--- config.mk ---
export PLATFORM = sky130hd
export DESIGN_NAME = pdc_core
export DESIGN_NICKNAME = d
export VERILOG_FILES = /design/src/logic/pdc_pkg.sv /design/src/logic/pdc_pwm_if.sv /design/src/logic/pdc_core.sv /design/src/logic/pdc_pwm_gen.sv
export VERILOG_INCLUDE_DIRS = /design/src /design/src/logic
export SDC_FILE = /design/constraint.sdc
export NUM_CORES = 2
export LEC_CHECK = 0
export BUFFER_PORTS_ARGS = -buffer_cell sky130_fd_sc_hd__buf_2
export CORE_MARGIN = 2
export CORE_UTILIZATION = 50
export CTS_CLUSTER_DIAMETER = 40
export DETAILED_ROUTE_END_ITERATION = 12
export GPL_TIMING_DRIVEN = 1
export PLACE_DENSITY = 0.65
export SLEW_MARGIN = 20
export SYNTH_ARGS = -nofsm -noshare
export SYNTH_HDL_FRONTEND = slang
export SYNTH_SLANG_ARGS = --single-unit
--- constraint.sdc ---
create_clock -name i_clk -period 23.7 [get_ports i_clk]
set_clock_uncertainty 0.15 [all_clocks]
set_input_delay 2.37 -clock i_clk [delete_from_list [all_inputs] [get_ports i_clk]]
set_output_delay 2.37 -clock i_clk [all_outputs]
set_load 0.01 [all_outputs]
--- src/logic/pdc_cfg.svh ---
// Constants of the duty-limited PWM compensator core
`ifndef PDC_CFG_SVH
`define PDC_CFG_SVH
// Register indices on the internal register port
`define PDC_IDX_LIMIT      4'h0
`define PDC_IDX_NUMER_BASE 4'h1
`define PDC_IDX_DENOM_BASE 4'h9
`define PDC_IDX_STATUS     4'hC
// Limit register layout and reset values of the limit and coefficient registers
`define PDC_LIM_CEIL_MSB   7
`define PDC_LIM_CEIL_LSB   2
`define PDC_LIM_HI_BIT     1
`define PDC_LIM_LO_BIT     0
`define PDC_LIM_RESET      8'hE8
`define PDC_NUMER_RESET    16'h0000
`define PDC_DENOM_RESET    8'h00
// Timing: switching period in ns and clock period in ns
`define PDC_SW_PERIOD_NS   2000
`define PDC_CLK_PERIOD_NS  5
`define PDC_PERIOD_CYC     9'((`PDC_SW_PERIOD_NS) / (`PDC_CLK_PERIOD_NS))
// Compensator scaling and saturation window
`define PDC_COEF_SHIFT     8
`define PDC_SAT_WIN        8'h20
// Current share trim
`define PDC_TRIM_MAX       5'h1F
`define PDC_SHARE_MARGIN   9'h004
`endif

--- src/logic/pdc_pkg.sv ---
// Types shared by the PWM compensator core
package pdc_pkg;
    typedef logic signed [15:0] pdc_numer_t;
    typedef logic signed [7:0]  pdc_denom_t;
    typedef logic signed [7:0]  pdc_err_t;
    typedef logic        [11:0] pdc_duty_t;
    typedef logic        [8:0]  pdc_cnt_t;
endpackage

--- src/logic/pdc_pwm_if.sv ---
// Carrier between the compensator and the PWM generator
`timescale 1ns/1ps
interface pdc_pwm_if;
    import pdc_pkg::*;
    pdc_duty_t duty;
    logic      tick;
    pdc_cnt_t  cnt;
    modport gen (input duty, output tick, output cnt);
    modport ctl (output duty, input tick, input cnt);
endinterface
--- src/logic/pdc_core.sv ---
// Duty-limited third-order PWM compensator with saturation and sharing
//
// Operation
// - Ceiling code in limit bits 7:2 caps duty at code/64.
// - Limit bit 1 enables high-side saturation feedforward.
// - Limit bit 0 enables low-side saturation feedforward.
// - Saturation forces duty to zero or ceiling by transient sign.
// - Inside the window duty follows the compensator gradually.
// - Outside the window duty reaches its limit within one cycle.
// - Compensator is third order, integrator pole and low-pass pole.
// - Four numerator and three denominator coefficients set the filter.
// - Numerators are upper/lower byte pairs, denominators single bytes.
// - Share line exchange drives paralleled output currents equal.
`timescale 1ns/1ps
`include "pdc_cfg.svh"
module pdc_core
    import pdc_pkg::*;
(
    input  wire logic       i_clk,
    input  wire logic       i_rstn,
    input  wire logic       i_reg_we,
    input  wire logic [3:0] i_reg_addr,
    input  wire logic [7:0] i_reg_wdata,
    output logic      [7:0] o_reg_rdata,
    input  wire logic [7:0] i_adc_err,
    input  wire logic       i_adc_valid,
    input  wire logic [7:0] i_iout,
    input  wire logic       i_cs,
    output logic            o_cs_out,
    output logic            o_cs_oe,
    output logic            o_pwm
);
    // ------------------------------------------------------------------
    // Registers
    // ------------------------------------------------------------------
    logic [7:0] limit_q;
    pdc_numer_t numer_q [4];
    pdc_denom_t denom_q [3];
    logic [7:0] rdata_q;
    logic [5:0] duty_ceiling_code;
    logic       high_sat_feedforward_en;
    logic       low_sat_feedforward_en;
    logic       sat_hi_q;
    logic       sat_lo_q;
    logic [4:0] trim_q;

    assign duty_ceiling_code =
        limit_q[`PDC_LIM_CEIL_MSB:`PDC_LIM_CEIL_LSB];
    assign high_sat_feedforward_en = limit_q[`PDC_LIM_HI_BIT];
    assign low_sat_feedforward_en  = limit_q[`PDC_LIM_LO_BIT];

    // Host writes from the serial front end land here
    always_ff @(posedge i_clk or negedge i_rstn) begin
        if (!i_rstn) begin
            limit_q <= `PDC_LIM_RESET;
            for (int k = 0; k < 4; k++) numer_q[k] <= `PDC_NUMER_RESET;
            for (int k = 0; k < 3; k++) denom_q[k] <= `PDC_DENOM_RESET;
        end else if (i_reg_we) begin
            if (i_reg_addr == `PDC_IDX_LIMIT) begin
                limit_q <= i_reg_wdata;
            end
            for (int k = 0; k < 4; k++) begin
                if (i_reg_addr == `PDC_IDX_NUMER_BASE + 4'(2*k)) begin
                    numer_q[k][15:8] <= i_reg_wdata;
                end
                if (i_reg_addr == `PDC_IDX_NUMER_BASE + 4'(2*k+1)) begin
                    numer_q[k][7:0] <= i_reg_wdata;
                end
            end
            for (int k = 0; k < 3; k++) begin
                if (i_reg_addr == `PDC_IDX_DENOM_BASE + 4'(k)) begin
                    denom_q[k] <= i_reg_wdata;
                end
            end
        end
    end

    // Read mux; unmapped indices read zero
    always_ff @(posedge i_clk or negedge i_rstn) begin
        if (!i_rstn) begin
            rdata_q <= '0;
        end else begin
            rdata_q <= '0;
            if (i_reg_addr == `PDC_IDX_LIMIT) rdata_q <= limit_q;
            if (i_reg_addr == `PDC_IDX_STATUS) begin
                rdata_q <= {sat_hi_q, sat_lo_q, 1'b0, trim_q};
            end
            for (int k = 0; k < 4; k++) begin
                if (i_reg_addr == `PDC_IDX_NUMER_BASE + 4'(2*k)) begin
                    rdata_q <= numer_q[k][15:8];
                end
                if (i_reg_addr == `PDC_IDX_NUMER_BASE + 4'(2*k+1)) begin
                    rdata_q <= numer_q[k][7:0];
                end
            end
            for (int k = 0; k < 3; k++) begin
                if (i_reg_addr == `PDC_IDX_DENOM_BASE + 4'(k)) begin
                    rdata_q <= denom_q[k];
                end
            end
        end
    end

    // ------------------------------------------------------------------
    // Compensator
    // ------------------------------------------------------------------
    pdc_pwm_if pwm_bus ();
    pdc_err_t              err_q, e1_q, e2_q, e3_q;
    logic signed [12:0]    y1_q, y2_q, y3_q;
    pdc_duty_t             duty_q;
    pdc_duty_t             ceil_w;
    logic signed [23:0]    pc0, pc1, pc2, pc3;
    logic signed [20:0]    pb1, pb2, pb3;
    logic signed [27:0]    acc_w, lin_w;
    pdc_duty_t             duty_d;
    logic                  out_hi_w, out_lo_w;

    // Latest ADC error sample; the ADC sits on this clock
    always_ff @(posedge i_clk or negedge i_rstn) begin
        if (!i_rstn) begin
            err_q <= '0;
        end else if (i_adc_valid) begin
            err_q <= i_adc_err;
        end
    end

    assign ceil_w   = {duty_ceiling_code, 6'h00}; // code/64 of 4096
    assign out_hi_w = $signed(err_q) > $signed(`PDC_SAT_WIN);
    assign out_lo_w = $signed(err_q) < -$signed(`PDC_SAT_WIN);

    // Third-order difference equation, all coefficients signed
    assign pc0 = numer_q[0] * err_q;
    assign pc1 = numer_q[1] * e1_q;
    assign pc2 = numer_q[2] * e2_q;
    assign pc3 = numer_q[3] * e3_q;
    assign pb1 = denom_q[0] * y1_q;
    assign pb2 = denom_q[1] * y2_q;
    assign pb3 = denom_q[2] * y3_q;
    assign acc_w = pc0 + pc1 + pc2 + pc3 - pb1 - pb2 - pb3;
    assign lin_w = (acc_w >>> `PDC_COEF_SHIFT) + $signed({23'h0, trim_q});

    // Saturation overrides the linear path; the clamp bounds both
    always_comb begin
        if (high_sat_feedforward_en && out_hi_w) begin
            duty_d = ceil_w;
        end else if (low_sat_feedforward_en && out_lo_w) begin
            duty_d = '0;
        end else if (lin_w < 28'sh0) begin
            duty_d = '0;
        end else if (lin_w > $signed({16'h0, ceil_w})) begin
            duty_d = ceil_w;
        end else begin
            duty_d = lin_w[11:0];
        end
    end

    // Once per period: new duty and shifted histories. The stored output
    // is the clamped duty, which keeps the integrator from winding up.
    always_ff @(posedge i_clk or negedge i_rstn) begin
        if (!i_rstn) begin
            duty_q <= '0;
            e1_q   <= '0;
            e2_q   <= '0;
            e3_q   <= '0;
            y1_q   <= '0;
            y2_q   <= '0;
            y3_q   <= '0;
        end else if (pwm_bus.tick) begin
            duty_q <= duty_d;
            e1_q   <= err_q;
            e2_q   <= e1_q;
            e3_q   <= e2_q;
            y1_q   <= $signed({1'b0, duty_d});
            y2_q   <= y1_q;
            y3_q   <= y2_q;
        end
    end

    // Saturation status, refreshed each period
    always_ff @(posedge i_clk or negedge i_rstn) begin
        if (!i_rstn) begin
            sat_hi_q <= 1'b0;
            sat_lo_q <= 1'b0;
        end else if (pwm_bus.tick) begin
            sat_hi_q <= high_sat_feedforward_en && out_hi_w;
            sat_lo_q <= low_sat_feedforward_en && out_lo_w && !out_hi_w;
        end
    end

    assign pwm_bus.duty = duty_q;

    pdc_pwm_gen u_gen (
        .i_clk  (i_clk),
        .i_rstn (i_rstn),
        .bus    (pwm_bus.gen),
        .o_pwm  (o_pwm)
    );

    // ------------------------------------------------------------------
    // Current share
    // ------------------------------------------------------------------
    logic       cs_s1_q, cs_s2_q, cs_oe_q, cs_out_q;
    logic [8:0] own_len_q, line_len_q;

    // Pull the line low for a time proportional to own current
    always_ff @(posedge i_clk or negedge i_rstn) begin
        if (!i_rstn) begin
            cs_oe_q  <= 1'b0;
            cs_out_q <= 1'b0;
        end else begin
            cs_oe_q  <= {pwm_bus.cnt, 8'h00} <
                        17'(i_iout * `PDC_PERIOD_CYC);
            cs_out_q <= 1'b0;
        end
    end

    // Line level comes from other units, so it is synchronised first
    always_ff @(posedge i_clk or negedge i_rstn) begin
        if (!i_rstn) begin
            cs_s1_q <= 1'b1;
            cs_s2_q <= 1'b1;
        end else begin
            cs_s1_q <= i_cs;
            cs_s2_q <= cs_s1_q;
        end
    end

    // Wired line shows the largest current; lag it and raise own duty
    always_ff @(posedge i_clk or negedge i_rstn) begin
        if (!i_rstn) begin
            own_len_q  <= '0;
            line_len_q <= '0;
            trim_q     <= '0;
        end else if (pwm_bus.tick) begin
            own_len_q  <= '0;
            line_len_q <= '0;
            if (line_len_q > own_len_q + `PDC_SHARE_MARGIN) begin
                if (trim_q != `PDC_TRIM_MAX) trim_q <= trim_q + 5'h01;
            end else if (trim_q != 5'h00) begin
                trim_q <= trim_q - 5'h01;
            end
        end else begin
            if (cs_oe_q) own_len_q <= own_len_q + 9'h001;
            if (!cs_s2_q) line_len_q <= line_len_q + 9'h001;
        end
    end

    assign o_reg_rdata = rdata_q;
    assign o_cs_oe     = cs_oe_q;
    assign o_cs_out    = cs_out_q;
endmodule // pdc_core

--- src/logic/pdc_pwm_gen.sv ---
// Switching-period counter and PWM comparator
`timescale 1ns/1ps
`include "pdc_cfg.svh"
module pdc_pwm_gen
    import pdc_pkg::*;
(
    input  wire logic i_clk,
    input  wire logic i_rstn,
    pdc_pwm_if.gen    bus,
    output logic      o_pwm
);
    pdc_cnt_t  cnt_q;
    pdc_duty_t cur_q;
    logic      tick_q;
    logic      pwm_q;

    // Period counter; duty is only taken at the wrap so no glitch mid-cycle
    always_ff @(posedge i_clk or negedge i_rstn) begin
        if (!i_rstn) begin
            cnt_q <= '0;
            cur_q <= '0;
        end else if (cnt_q == `PDC_PERIOD_CYC - 9'd1) begin
            cnt_q <= '0;
            cur_q <= bus.duty;
        end else begin
            cnt_q <= cnt_q + 9'd1;
        end
    end

    // Tick one cycle before the last count, so new duty is ready at wrap
    always_ff @(posedge i_clk or negedge i_rstn) begin
        if (!i_rstn) begin
            tick_q <= 1'b0;
        end else begin
            tick_q <= (cnt_q == `PDC_PERIOD_CYC - 9'd3);
        end
    end

    // High while count/period is below duty/4096
    always_ff @(posedge i_clk or negedge i_rstn) begin
        if (!i_rstn) begin
            pwm_q <= 1'b0;
        end else begin
            pwm_q <= ({cnt_q, 12'h000} < 21'(cur_q * `PDC_PERIOD_CYC));
        end
    end

    assign bus.tick = tick_q;
    assign bus.cnt  = cnt_q;
    assign o_pwm    = pwm_q;
endmodule // pdc_pwm_gen

After elaboration in Yosys (flattened, before gate mapping)
Cells that the tools add are included.
- bits in registers: 223
- bits in latches: 0
- memory bits (writable): 0
- ROM bits: 0
- output and inout port bits: 11
- memories kept: 0
- $add $sub $neg: 13
- multipliers: 9
- divide/modulo/power cells: 0
- magnitude comparators: 7
- equality and inequality tests: 17
- shift-type cells: 0
- mux-type cells: 25
- bitwise operators: 0
- reduce and logical (&&, ||, !) cells: 21
- operators by type and width (cell ; count):
    $mux W8 ; 13
    $mul A16 B8 Y24 ; 4
    $mul A8 B13 Y21 ; 3
    $sub A28 B21 Y28 ; 2
    $mux W12 ; 4
    $mux W9 ; 5
    $sub A27 B21 Y28 ; 1
    $add A26 B24 Y27 ; 1
    $add A9 B1 Y9 const B ; 3
    $add A25 B24 Y26 ; 1
    $add A24 B24 Y25 ; 1
    $reduce_and A2 Y1 ; 12
    $add A20 B6 Y21 ; 1
    $gt A21 B13 Y1 ; 1
    $lt A21 B1 Y1 const B ; 1
    $lt A21 B21 Y1 ; 1
    $eq A4 B4 Y1 const B ; 5
    $eq A9 B9 Y1 const B ; 2
    $lt A17 B17 Y1 ; 1
    $mul A12 B5 Y17 const B ; 1
    $eq A4 B3 Y1 const B ; 4
    $mux W5 ; 3
    $mul A8 B5 Y13 const B ; 1
    $add A9 B3 Y9 const B ; 1
    other kinds (15) ; 20

Logic depth before layout (Yosys ltp)
- word-level depth: 14
- gate-level depth with buffers: 47
- depth with buffers taken out: 45

Cells and area by module
From an unflattened synthesis, not the netlist that was laid out.
- cells, all modules: 4430
- area, all modules: 43340.3 um^2
- modules (own cells, without submodules) (module ; instances ; cells an instance ; area each (um^2) ; seq. area each (um^2)):
    pdc_core ; 1 ; 4187 ; 41093.2 ; 5012.3
    pdc_pwm_gen ; 1 ; 243 ; 2247.2 ; 575.6

Worst setup path before layout
No wires, ideal clock.
- kind: reg2reg
- start: register err_q[5]
- end: register duty_q[10]
- library setup time: 0.086 ns
- arrival: 9.881 ns
- data required time: 23.464 ns
- path slack: 13.583 ns
- stages on the path, launching flop included: 47
- clock period less this slack: 10.117 ns
- path through: dfrtp_1 clkbuf_1 clkbuf_1 nand2_1 fa_1 inv_1 fa_1 inv_1 fa_1 inv_1 fa_1 inv_1 fa_1 fa_1 inv_1 fa_1 fa_1 inv_1 (+11 left out) o21bai_1 a21oi_1 nor2b_1 and2_1 xnor2_1 inv_1 ha_1 nor2b_1 o21a_1 o21ai_0 nand2b_1 a21oi_1 nor2b_1 o21ai_0 o2111ai_2 or3b_4 buf_6 o221ai_2
- cells in the longest elaborated chain, start to end: 13
- elaborated cells between the ends (all ways): 18
- RTL lines (what ; RTL line ; source):
    start: declaration ; pdc_core.sv:108 ; pdc_err_t err_q, e1_q, e2_q, e3_q;
    start signal: assignment ; pdc_core.sv:123 ; err_q <= i_adc_err;
    $mul A16 B8 Y24 ; pdc_core.sv:132 ; assign pc0 = numer_q[0] * err_q;
    $add A24 B24 Y25 ; pdc_core.sv:139 ; assign acc_w = pc0 + pc1 + pc2 + pc3 - pb1 - pb2 - pb3;
    $add A25 B24 Y26 ; pdc_core.sv:139 ;
    $add A26 B24 Y27 ; pdc_core.sv:139 ;
    $sub A27 B21 Y28 ; pdc_core.sv:139 ;
    $sub A28 B21 Y28 (2 in a row) ; pdc_core.sv:139 ;
    $add A20 B6 Y21 ; pdc_core.sv:140 ; assign lin_w = (acc_w >>> `PDC_COEF_SHIFT) + $signed({23'h0, trim_q});
    $gt A21 B13 Y1 ; pdc_core.sv:150 ; end else if (lin_w > $signed({16'h0, ceil_w})) begin
    $mux W12 ; pdc_core.sv:150 ;
    $mux W12 ; pdc_core.sv:148 ; end else if (lin_w < 28'sh0) begin
    $mux W12 ; pdc_core.sv:146 ; end else if (low_sat_feedforward_en && out_lo_w) begin
    $mux W12 * ; pdc_core.sv:144 ; if (high_sat_feedforward_en && out_hi_w) begin
    end signal: assignment ; pdc_core.sv:169 ; duty_q <= duty_d;
    end: declaration ; pdc_core.sv:110 ; pdc_duty_t duty_q;
Mark *: on every way between the ends. The rest lies on a longest branch, timed or not.
A chain may end at the register's enable or synchronous reset.

Worst setup path after layout
- start: register err_q[5]
- end: register duty_q[7]
Same word-level chain as after synthesis.

==> impl_metrics.py <==
metrics = {
    "outcome": {
        "status": "completed",
    },
    "logic_synthesis": {
        "seq_area_frac_synth_pct": 13.0,
        "ys_types": 83,
        "yosys-top-cells-area": "fa_1 41%, dfrtp_1 13%, ha_1 11%",
        "yosysTopAreaCell": "fa_1",
        "ys_async_sr_fraction_pct": 100,
        "avgSynthCellArea_um2": 9.91,
        "syn_inst": 4351,
        "synth_edf_count": 0,
        "syn-num-nets": 5648,
        "yosysMostFrequentCell": "inv_1",
        "synth_top_area_share_pct": 41.5,
        "synth_ff_type": "dfrtp_1",
        "synthTopCellsByCount": "1087 x inv_1, 893 x fa_1, 396 x and2_1, 381 x nand2_1, 371 x ha_1",
        "ys.warnings.count": 0,
        "synth_area_um2": 43100,
        "synth_seq_cells": 223,
    },
    "clocking": {
        "cts.sinks": 223,
        "cts_buffer_depth": 3,
        "cts_tree": "yes",
        "cts_buffers": 55,
        "insertion_delay_ps": 630,
        "cts_setup_buffers": 0,
        "cts_resized": 0,
        "cts_max_level": 2,
        "cts_root_buf": "clkbuf_16",
        "cts_hold_buf": 0,
        "clk_pin_slew_ps": 50,
    },
    "finish": {
        "multiInputGateArea_um2": 32700,
        "layout.nets": 5567,
        "drive_gt1_share_pct": 8.36,
        "syn_to_final_growth_pct": 6.81,
        "fillers": 7689,
        "seqCellArea_um2": 5590,
    },
    "route": {
        "drtIter0Drc": 1808,
        "wl_per_cell_um": 22.1,
        "vias_per_cell": 5.37,
        "routed-via-count": 29300,
        "wl_mm": 120,
        "drc": 0,
        "met3_length_mm": 9.03,
        "ant_nets": 0,
        "met2_length_mm": 56.9,
        "top_layer": "met5",
        "wirelength_met1_mm": 48.2,
        "dr.pass1.iters": 8,
    },
    "worst_setup_path": {
        "path_max_fanout": 20,
        "r2r-start": "err_q[5]$_DFFE_PN0P_",
        "end_kind": "register",
        "start_kind": "register",
        "crit_type": "reg2reg",
        "startpoint": "err_q[5]$_DFFE_PN0P_",
        "required_ps": 24090,
        "worstSetupEndpoint": "duty_q[7]$_DFFE_PN0P_",
        "reg2regPathDepth": 40,
        "worst_path_most_repeated_cell": "fa_1",
        "critical_path_arrival_ps": 11630,
        "regToRegSetupSlack_ps": 12450,
        "critical_path.max_stage_delay_ps": 760,
        "rr_endpoint": "duty_q[7]$_DFFE_PN0P_",
        "slowest_stage": "dfrtp_1",
    },
    "sta": {
        "timing.fmax_mhz": 88.9,
        "hold_viol": 0,
        "setup_viol": 0,
        "fin_ws_ps": 12450,
        "tightest_slew_ps": 1100,
        "period_needed_ps": 11250,
        "slew_headroom_pct": 26.3,
        "rsz0062_at_grt": "false",
        "setup-tns-final_ps": 0,
        "finalCritPeriodShare_pct": 47.5,
        "slew_violations": 0,
    },
    "global_route": {
        "grt_overflow_total": 0,
        "grt_pass1_wl_mm": 191,
        "grt_max_degree": 99,
        "first_global_vias": 32000,
        "antenna_found_initial": 8,
        "grt_use_total_pct": 28.7,
    },
    "die": {
        "start_util_pct": 50.5,
        "die_height_um": 298,
        "ios": 44,
        "die_x_um": 298,
        "die_area_um2": 88600,
        "coreArea_um2": 85300,
        "rows": 107,
    },
    "place": {
        "dp_slack_ps": 12590,
        "io_buffers": 42,
        "place.gp.congestion": 0.977,
        "hpwl_mm": 98.1,
    },
    "job": {
        "drv_cap": 0,
    },
    "min_path": {
        "hold_class": "reg2reg",
    },
}
## placed cells by master, fill, tap and decap left out, types with 64 or more instances in the layout
cell type	instances
inv_1	1087
fa_1	893
and2_1	396
nand2_1	381
ha_1	371
dfrtp_1	216
mux2_2	154
nor2_1	89
nor2b_1	64
## metrics by stage
| stage | hold slack, ps | utilization, % | instance area, um^2 | cells |
|---|---|---|---|---|
| 2_1_floorplan | 195 | - | 43100 | 4351 |
| 3_3_place_gp | 200 | 51.7 | 44100 | 5357 |
| 3_5_place_dp | 198 | 51.7 | 44100 | 5357 |
| 4_1_cts | 207 | 54.0 | 46000 | 5461 |
| 5_1_grt | 212 | 54.0 | 46000 | 5462 |
| 6_report | 205 | 54.0 | 46000 | 5462 |
## cell families after synthesis
group	Yosys count	share of synthesized area, %
buffers and inverters	1278	11.2
adders and majority gates	1264	52.2
and+or+nand+nor	1077	13.0
AOI/OAI and AO/OA	243	3.97
DFF	223	13.0
muxes	181	4.85
xor gates and xnor gates	84	1.71
other	1	0.00870
## cell type report
type	instances	share of cell area (%)
multi-input cells	2850	71.0
flip-flops and latches	223	12.1
inverters	1087	8.86
clock buffers	65	3.19
well taps	1144	3.11
clock inverters	39	1.02
repair buffers	53	0.658
diodes	1	0.00544
## state kept, by name, summed over array words and instances (netlist names), 9 cells and up
| name | flops |
|---|---|
| numer_q | 64 |
| denom_q | 24 |
| duty_q | 12 |
| u_gen.cur_q | 12 |
| y2_q | 12 |
| y3_q | 12 |
| line_len_q | 9 |
| own_len_q | 9 |
| u_gen.bus.cnt | 9 |
## how the worst min path moves through the flow
stage,slack (ps),startpoint,depth (start not counted),to
floorplan,200,cs_s1_q$_DFF_PN1_,0,cs_s2_q$_DFF_PN1_
global placement,200,cs_s1_q$_DFF_PN1_,0,cs_s2_q$_DFF_PN1_
detailed placement,200,cs_s1_q$_DFF_PN1_,0,cs_s2_q$_DFF_PN1_
CTS,210,cs_s1_q$_DFF_PN1_,0,cs_s2_q$_DFF_PN1_
global route,210,cs_s1_q$_DFF_PN1_,0,cs_s2_q$_DFF_PN1_
finish,200,cs_s1_q$_DFF_PN1_,0,cs_s2_q$_DFF_PN1_
## metal layers
| layer | global-route usage (%) | vias up |
|---|---|---|
| li1 | - | 12800 |
| met3 | 4.94 | 252 |
| met2 | 46.5 | 1041 |
| met5 | 0 | - |
| met4 | 12.5 | 6 |
| met1 | 38.0 | 15300 |
## worst max-delay path, delay by kind of cell, from the launching register on
kind | cells | cell delay [ps]
XOR/XNOR | 2 | 370
adder cells (fa/ha/maj) | 13 | 6060
flip-flops | 1 | 760
AO/OA/AOI/OAI | 7 | 1200
AND/OR/NAND/NOR | 10 | 2090
buffers and inverters | 8 | 510
Power is left out: the tool's default activity adds up to more than one toggle a clock period on the data nets, which glitch-free logic cannot reach.
